`config.mk`:
```
export PLATFORM = sky130hd
export DESIGN_NAME = board_watchdog_timer
export DESIGN_NICKNAME = d
export VERILOG_FILES = /design/src/wdt_pkg.sv /design/src/wd_tick_gen.sv /design/src/wd_event_status.sv /design/src/board_watchdog_timer.sv
export VERILOG_INCLUDE_DIRS = /design/src
export SDC_FILE = /design/constraint.sdc
export NUM_CORES = 1
export LEC_CHECK = 0
export BUFFER_PORTS_ARGS = -buffer_cell sky130_fd_sc_hd__buf_2
export CORE_MARGIN = 2
export CORE_UTILIZATION = 55
export DETAILED_ROUTE_END_ITERATION = 10
export PLACE_DENSITY = 0.78
export REMOVE_ABC_BUFFERS = 1
export SYNTH_ARGS = -nofsm -noshare
export SYNTH_HDL_FRONTEND = slang
export SYNTH_SLANG_ARGS = --single-unit
```
`constraint.sdc`:
```
create_clock -name clk_sys -period 3.63 [get_ports clk_sys]
set_input_delay 0.1815 -clock clk_sys [delete_from_list [all_inputs] [get_ports clk_sys]]
set_output_delay 0.1815 -clock clk_sys [all_outputs]
set_load 0.02 [all_outputs]
```
`src/wdt_defs.svh`:
```
`ifndef WDT_DEFS_SVH
`define WDT_DEFS_SVH

// ----------------------------------------------------------------------
// register indices and byte addresses
// ----------------------------------------------------------------------
`define IDX_RESET_STATUS  10'h285
`define IDX_IRQ_CONFIG    10'h286
`define IDX_CONTROL       10'h28c
`define IDX_EVENT_STATUS  10'h2a0
`define IDX_EVENT_MASK    10'h2a1
`define ADDR_RESET_STATUS (12'(`IDX_RESET_STATUS * 4))
`define ADDR_IRQ_CONFIG   (12'(`IDX_IRQ_CONFIG * 4))
`define ADDR_CONTROL      (12'(`IDX_CONTROL * 4))
`define ADDR_EVENT_STATUS (12'(`IDX_EVENT_STATUS * 4))
`define ADDR_EVENT_MASK   (12'(`IDX_EVENT_MASK * 4))

// ----------------------------------------------------------------------
// watchdog_control fields
// ----------------------------------------------------------------------
`define CTRL_EXPIRED_BIT  7
`define CTRL_MODE_HI      6
`define CTRL_MODE_LO      5
`define CTRL_ENABLE_BIT   4
`define CTRL_TMO_HI       3
`define CTRL_TMO_LO       0
`define CTRL_TMO_RESET    4'h0
`define CTRL_MODE_RESET   2'h0

// ----------------------------------------------------------------------
// board_irq_config and reset status fields
// ----------------------------------------------------------------------
`define ROUTE_HI          1
`define ROUTE_LO          0
`define ROUTE_RESET       2'h0
`define ROUTE_LINE5       2'h1
`define CAUSE_BIT         0

// ----------------------------------------------------------------------
// event status bits
// ----------------------------------------------------------------------
`define EVT_WIDTH         3
`define EVT_STAGE_IRQ     0
`define EVT_EXPIRED       1
`define EVT_HARD_RESET    2

// ----------------------------------------------------------------------
// timing
// ----------------------------------------------------------------------
`define CLK_PERIOD_PS     25000
`define BASE_PERIOD_PS    64'd125000000000
`define HARD_RESET_PS     1000000
`define HARD_RESET_CYCLES (8'(`HARD_RESET_PS / `CLK_PERIOD_PS))
`define COUNT_WIDTH       16
`define COUNT_ONE         16'h0001

`endif

```
`src/wdt_pkg.sv`:
```
package wdt_pkg;
  // mode field encoding follows declaration order 00..11
  typedef enum logic [1:0] {MODE_TIMER, MODE_RESET, MODE_IRQ, MODE_DUAL} wd_mode_t;
  // countdown sequencer
  typedef enum logic [1:0] {WD_OFF, WD_RUN, WD_SECOND, WD_HALTED} wd_state_t;
endpackage

```
`src/wd_tick_gen.sv`:
```
`timescale 1ns/1ps
`include "wdt_defs.svh"
module wd_tick_gen #(
  parameter int TICK_CYCLES = 5000000
) (
  // clock and reset
  input  wire logic clk_sys,
  input  wire logic rst,
  // control
  input  wire logic restart,
  // base tick
  output logic      tick
);
  logic [31:0] cycleCount;

  // ----------------------------------------------------------------------
  // base period divider
  // ----------------------------------------------------------------------
  // restart realigns the phase so a period starts at each load
  always_ff @(posedge clk_sys) begin
    if (rst || restart) begin
      cycleCount <= 32'h0;
      tick       <= 1'b0;
    end else if (cycleCount == 32'(TICK_CYCLES - 1)) begin
      cycleCount <= 32'h0;
      tick       <= 1'b1;
    end else begin
      cycleCount <= cycleCount + 32'h1;
      tick       <= 1'b0;
    end
  end
endmodule // wd_tick_gen

```
`src/wd_event_status.sv`:
```
`timescale 1ns/1ps
`include "wdt_defs.svh"
module wd_event_status (
  // clock and reset
  input  wire logic                  clk_sys,
  input  wire logic                  rst,
  // events and software access
  input  wire logic [`EVT_WIDTH-1:0] events,
  input  wire logic [`EVT_WIDTH-1:0] clearBits,
  input  wire logic                  maskWrite,
  input  wire logic [`EVT_WIDTH-1:0] maskData,
  // state
  output logic      [`EVT_WIDTH-1:0] status,
  output logic      [`EVT_WIDTH-1:0] mask,
  output logic                       pending
);
  // ----------------------------------------------------------------------
  // sticky bits, write one to clear, set wins
  // ----------------------------------------------------------------------
  genvar i;
  generate
    for (i = 0; i < `EVT_WIDTH; i++) begin : g_bit
      always_ff @(posedge clk_sys) begin
        if (rst) begin
          status[i] <= 1'b0;
        end else if (events[i]) begin
          status[i] <= 1'b1;
        end else if (clearBits[i]) begin
          status[i] <= 1'b0;
        end
      end
    end
  endgenerate

  // mask register
  always_ff @(posedge clk_sys) begin
    if (rst) begin
      mask <= '0;
    end else if (maskWrite) begin
      mask <= maskData;
    end
  end

  assign pending = |(status & mask);
endmodule // wd_event_status

```
`src/board_watchdog_timer.sv`:
```
// Operation
// - four-bit select, 0.125 s times two^n
// - disabled after power-on until software enables
// - enabled locks enable and mode until power-cycle
// - writing one to enable bit reloads countdown
// - enable bit reads one, zero writes ignored
// - timeout sets expired flag in every mode
// - expired flag clears only on written one or power-on reset
// - mode: timer, reset, interrupt, dual-stage
// - timer-only mode just sets expired flag and expired event bit
// - expired flag survives forced hard reset
// - reset mode forces hard reset on timeout
// - interrupt mode raises interrupt on timeout
// - routing field gates interrupt to host
// - dual first timeout interrupts and reloads
// - dual second timeout resets, retrigger resumes
// - routing field: 00 off, 01 line five
// - reset-cause flag set on forced reset, w1c
//
// The APB interface to the registers was chosen for this implementation.
`timescale 1ns/1ps
`include "wdt_defs.svh"
module board_watchdog_timer
  import wdt_pkg::*;
#(
  parameter int TICK_CYCLES = int'(`BASE_PERIOD_PS / `CLK_PERIOD_PS)
) (
  // clock and reset
  input  wire logic        clk_sys,
  input  wire logic        rst,
  // apb slave
  input  wire logic        psel,
  input  wire logic        penable,
  input  wire logic        pwrite,
  input  wire logic [11:0] paddr,
  input  wire logic [31:0] pwdata,
  output logic      [31:0] prdata,
  output logic             pready,
  output logic             pslverr,
  // system
  output logic             irqLine5,
  output logic             hardReset
);
  // ----------------------------------------------------------------------
  // declarations
  // ----------------------------------------------------------------------
  // register and sequencer state
  wd_mode_t                mode;
  wd_state_t               state;
  logic                    wdEnabled;
  logic [3:0]              timeoutSelect;
  logic                    expiredFlag;
  logic                    resetCauseFlag;
  logic [1:0]              irqRoute;
  logic [`COUNT_WIDTH-1:0] remaining;
  logic [7:0]              hardResetCount;
  logic                    tick;
  logic [`EVT_WIDTH-1:0]   evtStatus;
  logic [`EVT_WIDTH-1:0]   evtMask;
  logic                    evtPending;

  // bus decode and sequencer strobes
  logic                    accessNow;
  logic                    commit;
  logic                    writeCommit;
  logic                    addrKnown;
  logic                    ctrlWrite;
  logic                    retrigger;
  logic                    enableNow;
  logic                    reload;
  logic [3:0]              loadSelect;
  logic [`COUNT_WIDTH-1:0] loadCount;
  logic                    lastTick;
  logic                    timeout;
  logic                    fireStage;
  logic                    fireReset;
  logic                    autoReload;
  logic [`EVT_WIDTH-1:0]   evtClear;
  logic [`EVT_WIDTH-1:0]   evtSet;
  logic [7:0]              ctrlRead;
  logic [31:0]             next_prdata;

  // ----------------------------------------------------------------------
  // apb handshake
  // ----------------------------------------------------------------------
  // one wait state: data is prepared, then the access completes
  assign accessNow   = psel & penable & ~pready;
  assign commit      = psel & penable & pready;
  assign writeCommit = commit & pwrite;

  // any other address answers with an error
  always_comb begin
    addrKnown = (paddr == `ADDR_CONTROL) || (paddr == `ADDR_IRQ_CONFIG) ||
                (paddr == `ADDR_RESET_STATUS) || (paddr == `ADDR_EVENT_STATUS) ||
                (paddr == `ADDR_EVENT_MASK);
  end

  // ready and error answer
  always_ff @(posedge clk_sys) begin
    if (rst) begin
      pready  <= 1'b0;
      pslverr <= 1'b0;
    end else begin
      pready  <= accessNow;
      pslverr <= accessNow & ~addrKnown;
    end
  end

  // ----------------------------------------------------------------------
  // control register decode
  // ----------------------------------------------------------------------
  // enabling write, retrigger write and the reload they share
  assign ctrlWrite  = writeCommit && (paddr == `ADDR_CONTROL);
  assign enableNow  = ctrlWrite && !wdEnabled && pwdata[`CTRL_ENABLE_BIT];
  assign retrigger  = ctrlWrite && wdEnabled && pwdata[`CTRL_ENABLE_BIT];
  assign reload     = enableNow || retrigger;
  // a write carrying a new period uses it for its own reload
  assign loadSelect = ctrlWrite ? pwdata[`CTRL_TMO_HI:`CTRL_TMO_LO] : timeoutSelect;
  assign loadCount  = `COUNT_ONE << loadSelect;

  // enable and mode, locked once running
  always_ff @(posedge clk_sys) begin
    if (rst) begin
      wdEnabled <= 1'b0;
      mode      <= wd_mode_t'(`CTRL_MODE_RESET);
    end else if (ctrlWrite && !wdEnabled) begin
      mode      <= wd_mode_t'(pwdata[`CTRL_MODE_HI:`CTRL_MODE_LO]);
      wdEnabled <= pwdata[`CTRL_ENABLE_BIT];
    end
    // once set, only power-on reset clears it
  end

  // timeout select stays writable at any time
  always_ff @(posedge clk_sys) begin
    if (rst) begin
      timeoutSelect <= `CTRL_TMO_RESET;
    end else if (ctrlWrite) begin
      timeoutSelect <= pwdata[`CTRL_TMO_HI:`CTRL_TMO_LO];
    end
  end

  // ----------------------------------------------------------------------
  // base tick
  // ----------------------------------------------------------------------
  wd_tick_gen #(
    .TICK_CYCLES (TICK_CYCLES)
  ) u_tick (
    .clk_sys (clk_sys),
    .rst     (rst),
    .restart (reload || autoReload),
    .tick    (tick)
  );

  // ----------------------------------------------------------------------
  // countdown sequencer
  // ----------------------------------------------------------------------
  // expiry on the last tick, unless a retrigger lands in the same cycle
  assign lastTick  = tick && (remaining == `COUNT_ONE);
  assign timeout   = lastTick && !retrigger &&
                     (state == WD_RUN || state == WD_SECOND);
  assign fireStage = timeout && state == WD_RUN &&
                     (mode == MODE_IRQ || mode == MODE_DUAL);
  assign fireReset = timeout && ((state == WD_RUN && mode == MODE_RESET) ||
                                 state == WD_SECOND);
  // first dual-stage expiry restarts the period on its own
  assign autoReload = timeout && state == WD_RUN && mode == MODE_DUAL;

  // countdown state, one step per base tick
  always_ff @(posedge clk_sys) begin
    if (rst) begin
      state     <= WD_OFF;
      remaining <= '0;
    end else begin
      case (state)
        WD_OFF: begin
          // nothing counts until the enabling write
          if (enableNow) begin
            state     <= WD_RUN;
            remaining <= loadCount;
          end
        end
        WD_RUN: begin
          if (retrigger) begin
            remaining <= loadCount;
          end else if (timeout) begin
            if (mode == MODE_DUAL) begin
              state     <= WD_SECOND;
              remaining <= loadCount;
            end else begin
              // other modes halt after a single expiry
              state     <= WD_HALTED;
            end
          end else if (tick) begin
            remaining <= remaining - `COUNT_ONE;
          end
        end
        WD_SECOND: begin
          // a retrigger between the stages resumes normal counting
          if (retrigger) begin
            state     <= WD_RUN;
            remaining <= loadCount;
          end else if (timeout) begin
            state     <= WD_HALTED;
          end else if (tick) begin
            remaining <= remaining - `COUNT_ONE;
          end
        end
        WD_HALTED: begin
          // counting stops until software retriggers
          if (retrigger) begin
            state     <= WD_RUN;
            remaining <= loadCount;
          end
        end
        default: begin
          state     <= WD_OFF;
          remaining <= '0;
        end
      endcase
    end
  end

  // ----------------------------------------------------------------------
  // expired flag
  // ----------------------------------------------------------------------
  // power-on reset or a written one clears it, never the forced hard reset
  always_ff @(posedge clk_sys) begin
    if (rst) begin
      expiredFlag <= 1'b0;
    end else if (timeout) begin
      expiredFlag <= 1'b1;
    end else if (ctrlWrite && pwdata[`CTRL_EXPIRED_BIT]) begin
      expiredFlag <= 1'b0;
    end
  end

  // ----------------------------------------------------------------------
  // hard reset pulse and reset cause
  // ----------------------------------------------------------------------
  // fixed-width pulse, the forced reset does not touch this block
  always_ff @(posedge clk_sys) begin
    if (rst) begin
      hardResetCount <= 8'h0;
      hardReset      <= 1'b0;
    end else if (fireReset) begin
      hardResetCount <= `HARD_RESET_CYCLES - 8'h1;
      hardReset      <= 1'b1;
    end else if (hardResetCount != 8'h0) begin
      hardResetCount <= hardResetCount - 8'h1;
      hardReset      <= 1'b1;
    end else begin
      hardReset      <= 1'b0;
    end
  end

  // cause flag, set wins over a clearing write
  always_ff @(posedge clk_sys) begin
    if (rst) begin
      resetCauseFlag <= 1'b0;
    end else if (fireReset) begin
      resetCauseFlag <= 1'b1;
    end else if (writeCommit && paddr == `ADDR_RESET_STATUS && pwdata[`CAUSE_BIT]) begin
      resetCauseFlag <= 1'b0;
    end
  end

  // ----------------------------------------------------------------------
  // interrupt routing
  // ----------------------------------------------------------------------
  // routing field, reserved codes stored as written
  always_ff @(posedge clk_sys) begin
    if (rst) begin
      irqRoute <= `ROUTE_RESET;
    end else if (writeCommit && paddr == `ADDR_IRQ_CONFIG) begin
      irqRoute <= pwdata[`ROUTE_HI:`ROUTE_LO];
    end
  end

  // event sources and software clears
  always_comb begin
    evtSet                  = '0;
    evtSet[`EVT_STAGE_IRQ]  = fireStage;
    evtSet[`EVT_EXPIRED]    = timeout;
    evtSet[`EVT_HARD_RESET] = fireReset;
    evtClear = (writeCommit && paddr == `ADDR_EVENT_STATUS) ?
               pwdata[`EVT_WIDTH-1:0] : '0;
  end

  // sticky event bits and their mask
  wd_event_status u_events (
    .clk_sys   (clk_sys),
    .rst       (rst),
    .events    (evtSet),
    .clearBits (evtClear),
    .maskWrite (writeCommit && paddr == `ADDR_EVENT_MASK),
    .maskData  (pwdata[`EVT_WIDTH-1:0]),
    .status    (evtStatus),
    .mask      (evtMask),
    .pending   (evtPending)
  );

  // only code 01 drives line five, reserved codes act as off
  always_ff @(posedge clk_sys) begin
    if (rst) begin
      irqLine5 <= 1'b0;
    end else begin
      irqLine5 <= evtPending && (irqRoute == `ROUTE_LINE5);
    end
  end

  // ----------------------------------------------------------------------
  // read data
  // ----------------------------------------------------------------------
  // read mux, unmapped addresses read zero
  always_comb begin
    ctrlRead = '0;
    ctrlRead[`CTRL_EXPIRED_BIT]           = expiredFlag;
    ctrlRead[`CTRL_MODE_HI:`CTRL_MODE_LO] = mode;
    ctrlRead[`CTRL_ENABLE_BIT]            = wdEnabled;
    ctrlRead[`CTRL_TMO_HI:`CTRL_TMO_LO]   = timeoutSelect;
    next_prdata = '0;
    if (paddr == `ADDR_CONTROL) begin
      next_prdata[7:0] = ctrlRead;
    end else if (paddr == `ADDR_IRQ_CONFIG) begin
      next_prdata[`ROUTE_HI:`ROUTE_LO] = irqRoute;
    end else if (paddr == `ADDR_RESET_STATUS) begin
      next_prdata[`CAUSE_BIT] = resetCauseFlag;
    end else if (paddr == `ADDR_EVENT_STATUS) begin
      next_prdata[`EVT_WIDTH-1:0] = evtStatus;
    end else if (paddr == `ADDR_EVENT_MASK) begin
      next_prdata[`EVT_WIDTH-1:0] = evtMask;
    end
  end

  // captured in the wait cycle, held through completion
  always_ff @(posedge clk_sys) begin
    if (rst) begin
      prdata <= '0;
    end else if (accessNow && !pwrite) begin
      prdata <= next_prdata;
    end
  end
endmodule // board_watchdog_timer

```
==> impl_results.md <==
- Clock share of power: 0.333
- Fin crit period: 2851 ps
- Critical Path End Type: register
- Flip-flop and latch count after synthesis: 88
- Hold-fix buffers at CTS: 0
- Multi-input gate area: 2834 µm²
- Crit path to: remaining[15]$_SDFFE_PP0P_
- Gpl congestion: 0.9248
- Layout cell share with drive strength beyond 1: 0.1180
- # port buffers: 36
- Worst Tran Pin Value: 1233 ps
- RSZ-0062 raised after global routing: no
- CTS tree: yes
- Die Span X: 97.87 µm
- Initial Util: 0.5611
- Final slew viol count: 0
- First-pass GRT wire length: 18630 µm
- CORE AREA: 8636 µm²
- Crit share post-route: 0.7855
- Combinational share of power: 0.179
- Asr flop ratio synth: 0
- Vias in the first global route: 4023
- Max VDD drop: 0.2700 mV
- Pint: 0.001534 W
- Gr ovfl total: 0
- Max-cap violations: 0
- Mapped Avg Cell Area: 8.144 µm²
- DR WL/cell: 15.18 µm
- Distinct cells, synth: 78
- Flop pwr share: 0.487
- P_sw: 0.0006538 W
- Synth area leader: dfxtp_1
- Skew final: 11.21 ps
- Layout area overhead: 7.720%
- Vias post-DR: 4359
- Most frequent cell after synthesis: dfxtp_1
- DP HPWL: 7971 µm
- Placed cells: 719
- Post-route DRC: 0
- Pre-antenna DRT Iters: 5
- Seq/Total Area, Yosys: 0.3635
- Vias/cell: 5.931
- Placed Area: 5005 µm²
- Post-synth top area share: 0.3635
- Final ANT Viol Nets: 0
- WL final: 11160 µm
- Rel. slew slack: 0.1715
- Post-synth top cells: 88 x dfxtp_1, 87 x nor2_1, 62 x nand2_1
- Die area: 9578 µm²
- Clk_lat worst skew: 360 ps
- Clock sink count: 88
- Synthesized instance count: 595
- Top Ports: 85
- Cts bufs inserted: 9
- Leak Pwr: 1.961 nW
- Synth Cell Area: 4846 µm²
- Setup Viol. Count Final: 0
- Setup Crit Path Kind: register to register
- Total number of yosys warnings: 0
- Hold Path Class: primary input to register
- Fillcell total: 745
- Final Hold Viols: 0
- Final Non-Filler Cells: 735
- Nets: 679
- GRT Total Usage: 0.2305
- Worst hold slack: 71.76 ps
- Initial antenna violation count: 0
- Largest net degree at the start of global routing: 33
- H-tree depth: 3
- Register area: 1762 µm²
- Outcome: finished, final reports clean
- Hold Crit Depth: 3
- FMAX: 0.3507 GHz
- WP data arrival: 3100 ps
- Worst setup SP type: register
- WP data required: 3880 ps
- Main synth FF type: dfxtp_1
- Fin Setup TNS: 0 ps
- PwrDens: 419.2 nW/µm²
- Fin area: 5220 µm²
- Sw Ratio: 0.2988
- Worst setup path start: state[0]$_SDFFE_PP0P_
- EDFF count, synth: 0
- Reg2Reg Depth: 9
- RR Endpoint: remaining[15]$_SDFFE_PP0P_
- Max clock buf depth: 2
- Register-to-Register Setup Slack: 780 ps
- Antenna diodes: 0
- Post-CTS sizing: 0
- R2R Path Start: state[0]$_SDFFE_PP0P_
- Die height: 97.87 µm
- First DRT Iteration DRCs: 303
- CTS clk-pin slew, worst paths: 90 ps
- Setup bufs post-CTS: 0
- Max FO, Critical Path: 8
- Synth area leaders: dfxtp_1 36%, nor2_1 6.7%, nand2_1 4.8%
- CTS Root Cell: clkbuf_8
- Placement row count: 34
-- through the flow --
| step | power [W] | util | worst slack (ps) |
|---|---|---|---|
| detailed placement | 0.001478 | 0.5795 | 864.4 |
| global placement | 0.001456 | 0.5795 | 948.8 |
| floorplan | 0.001370 | - | 1077 |
| CTS | 0.002195 | 0.6045 | 817.3 |
| global route | 0.002287 | 0.6045 | 531.6 |
| finish | 0.002188 | 0.6045 | 778.7 |
-- critical path: stages (launching register included) --
cell and delay, ps:
dfxtp_1 370, inv_1 90, ha_1 430, nand3_1 110
nor4b_1 400, a41oi_1 170, o21bai_1 310, nand2_1 290
and3_1 250, a221o_1 320
-- power by group through the flow --
stage / combinational (W) / clock [W] / sequential [W]
after floorplan: 0.000282 / 0 / 0.00109
after detailed placement: 0.000390 / 0 / 0.00109
after global placement: 0.000371 / 0 / 0.00108
after CTS: 0.000391 / 0.000737 / 0.00107
final: 0.000392 / 0.000730 / 0.00107
after global routing: 0.000434 / 0.000780 / 0.00107
-- kinds of logic (layout without fill, tap and decap cells) --
| family | Yosys count | count (layout) | synth area share |
|---|---|---|---|
| AND/OR/NAND/NOR | 285 | 285 | 0.3057 |
| flip-flops | 88 | 88 | 0.3635 |
| adder cells (fa/ha/maj) | 8 | 8 | 0.02066 |
| XOR/XNOR | 39 | 39 | 0.07049 |
| buffers and inverters | 63 | 72 | 0.06945 |
| AO/OA/AOI/OAI | 103 | 103 | 0.1529 |
| other | 1 | 24 | 0.0007739 |
| multiplexers | 8 | 8 | 0.01653 |
-- flip-flops by register name (all words and copies together), names as in the netlist --
| name | flops |
|---|---|
| wdEnabled | 1 |
| u_tick.tick | 1 |
| state | 2 |
| mode | 2 |
| irqRoute | 2 |
| u_tick.cycleCount | 32 |
| remaining | 16 |
| hardResetCount | 8 |
| u_events.mask | 3 |
| resetCauseFlag | 1 |
| expiredFlag | 1 |
| timeoutSelect | 4 |
| u_events.status | 3 |
| hardReset | 1 |
| prdata | 8 |
| irqLine5 | 1 |
| pready | 1 |
| pslverr | 1 |
-- placed cells by master (no fill, tap or decap), types with 3 or more instances in the layout --
cell	n
a21o_1	5
buf_4	5
and2_1	4
nor4_1	11
nand4b_1	3
nor2_1	87
or3_1	7
mux2i_1	8
a21oi_1	35
a211oi_1	6
xnor2_1	18
nor3_1	28
clkbuf_8	11
inv_1	14
nand3_1	32
conb_1	24
o211ai_1	5
or4_1	3
nand2_1	62
a221o_1	3
and4_1	3
and3_1	7
nor2b_1	4
nor4b_1	4
a221oi_1	3
xor2_1	21
ha_1	8
dfxtp_1	88
nand4_1	10
o21ai_0	10
buf_2	36
-- metal layers --
metal / share of wire / vias up / global-route usage
li1: - / 2132 / -
met1: 0.44 / 2013 / 0.3097
met2: 0.47 / 186 / 0.3746
met3: 0.069 / 28 / 0.04510
met4: 0.024 / 0 / 0.07372
met5: 0 / - / 0
-- how the worst min path moves through the flow --
stage                     slack [ps]                         to       from
after global placement           440       mode[0]$_SDFFE_PP0N_  pwdata[5]
after detailed placement         440       mode[1]$_SDFFE_PP0N_  pwdata[6]
after floorplan                  250  remaining[1]$_SDFFE_PP0P_        rst
after CTS                         70       mode[1]$_SDFFE_PP0N_  pwdata[6]
final                             70       mode[1]$_SDFFE_PP0N_  pwdata[6]
after global routing             100       mode[0]$_SDFFE_PP0N_  pwdata[5]
-- layout make-up --
class                           instances  share of cell area
Timing Repair Buffer                   41             0.04171
Sequential cell                        88              0.3375
Multi-Input combinational cell        467              0.5429
Clock buffer                           11             0.02900
Inverter                               15             0.01079
Tap cell                              108             0.02589
Clock inverter                          5             0.01222
No activity file was read; power rests on OpenSTA's default activity.
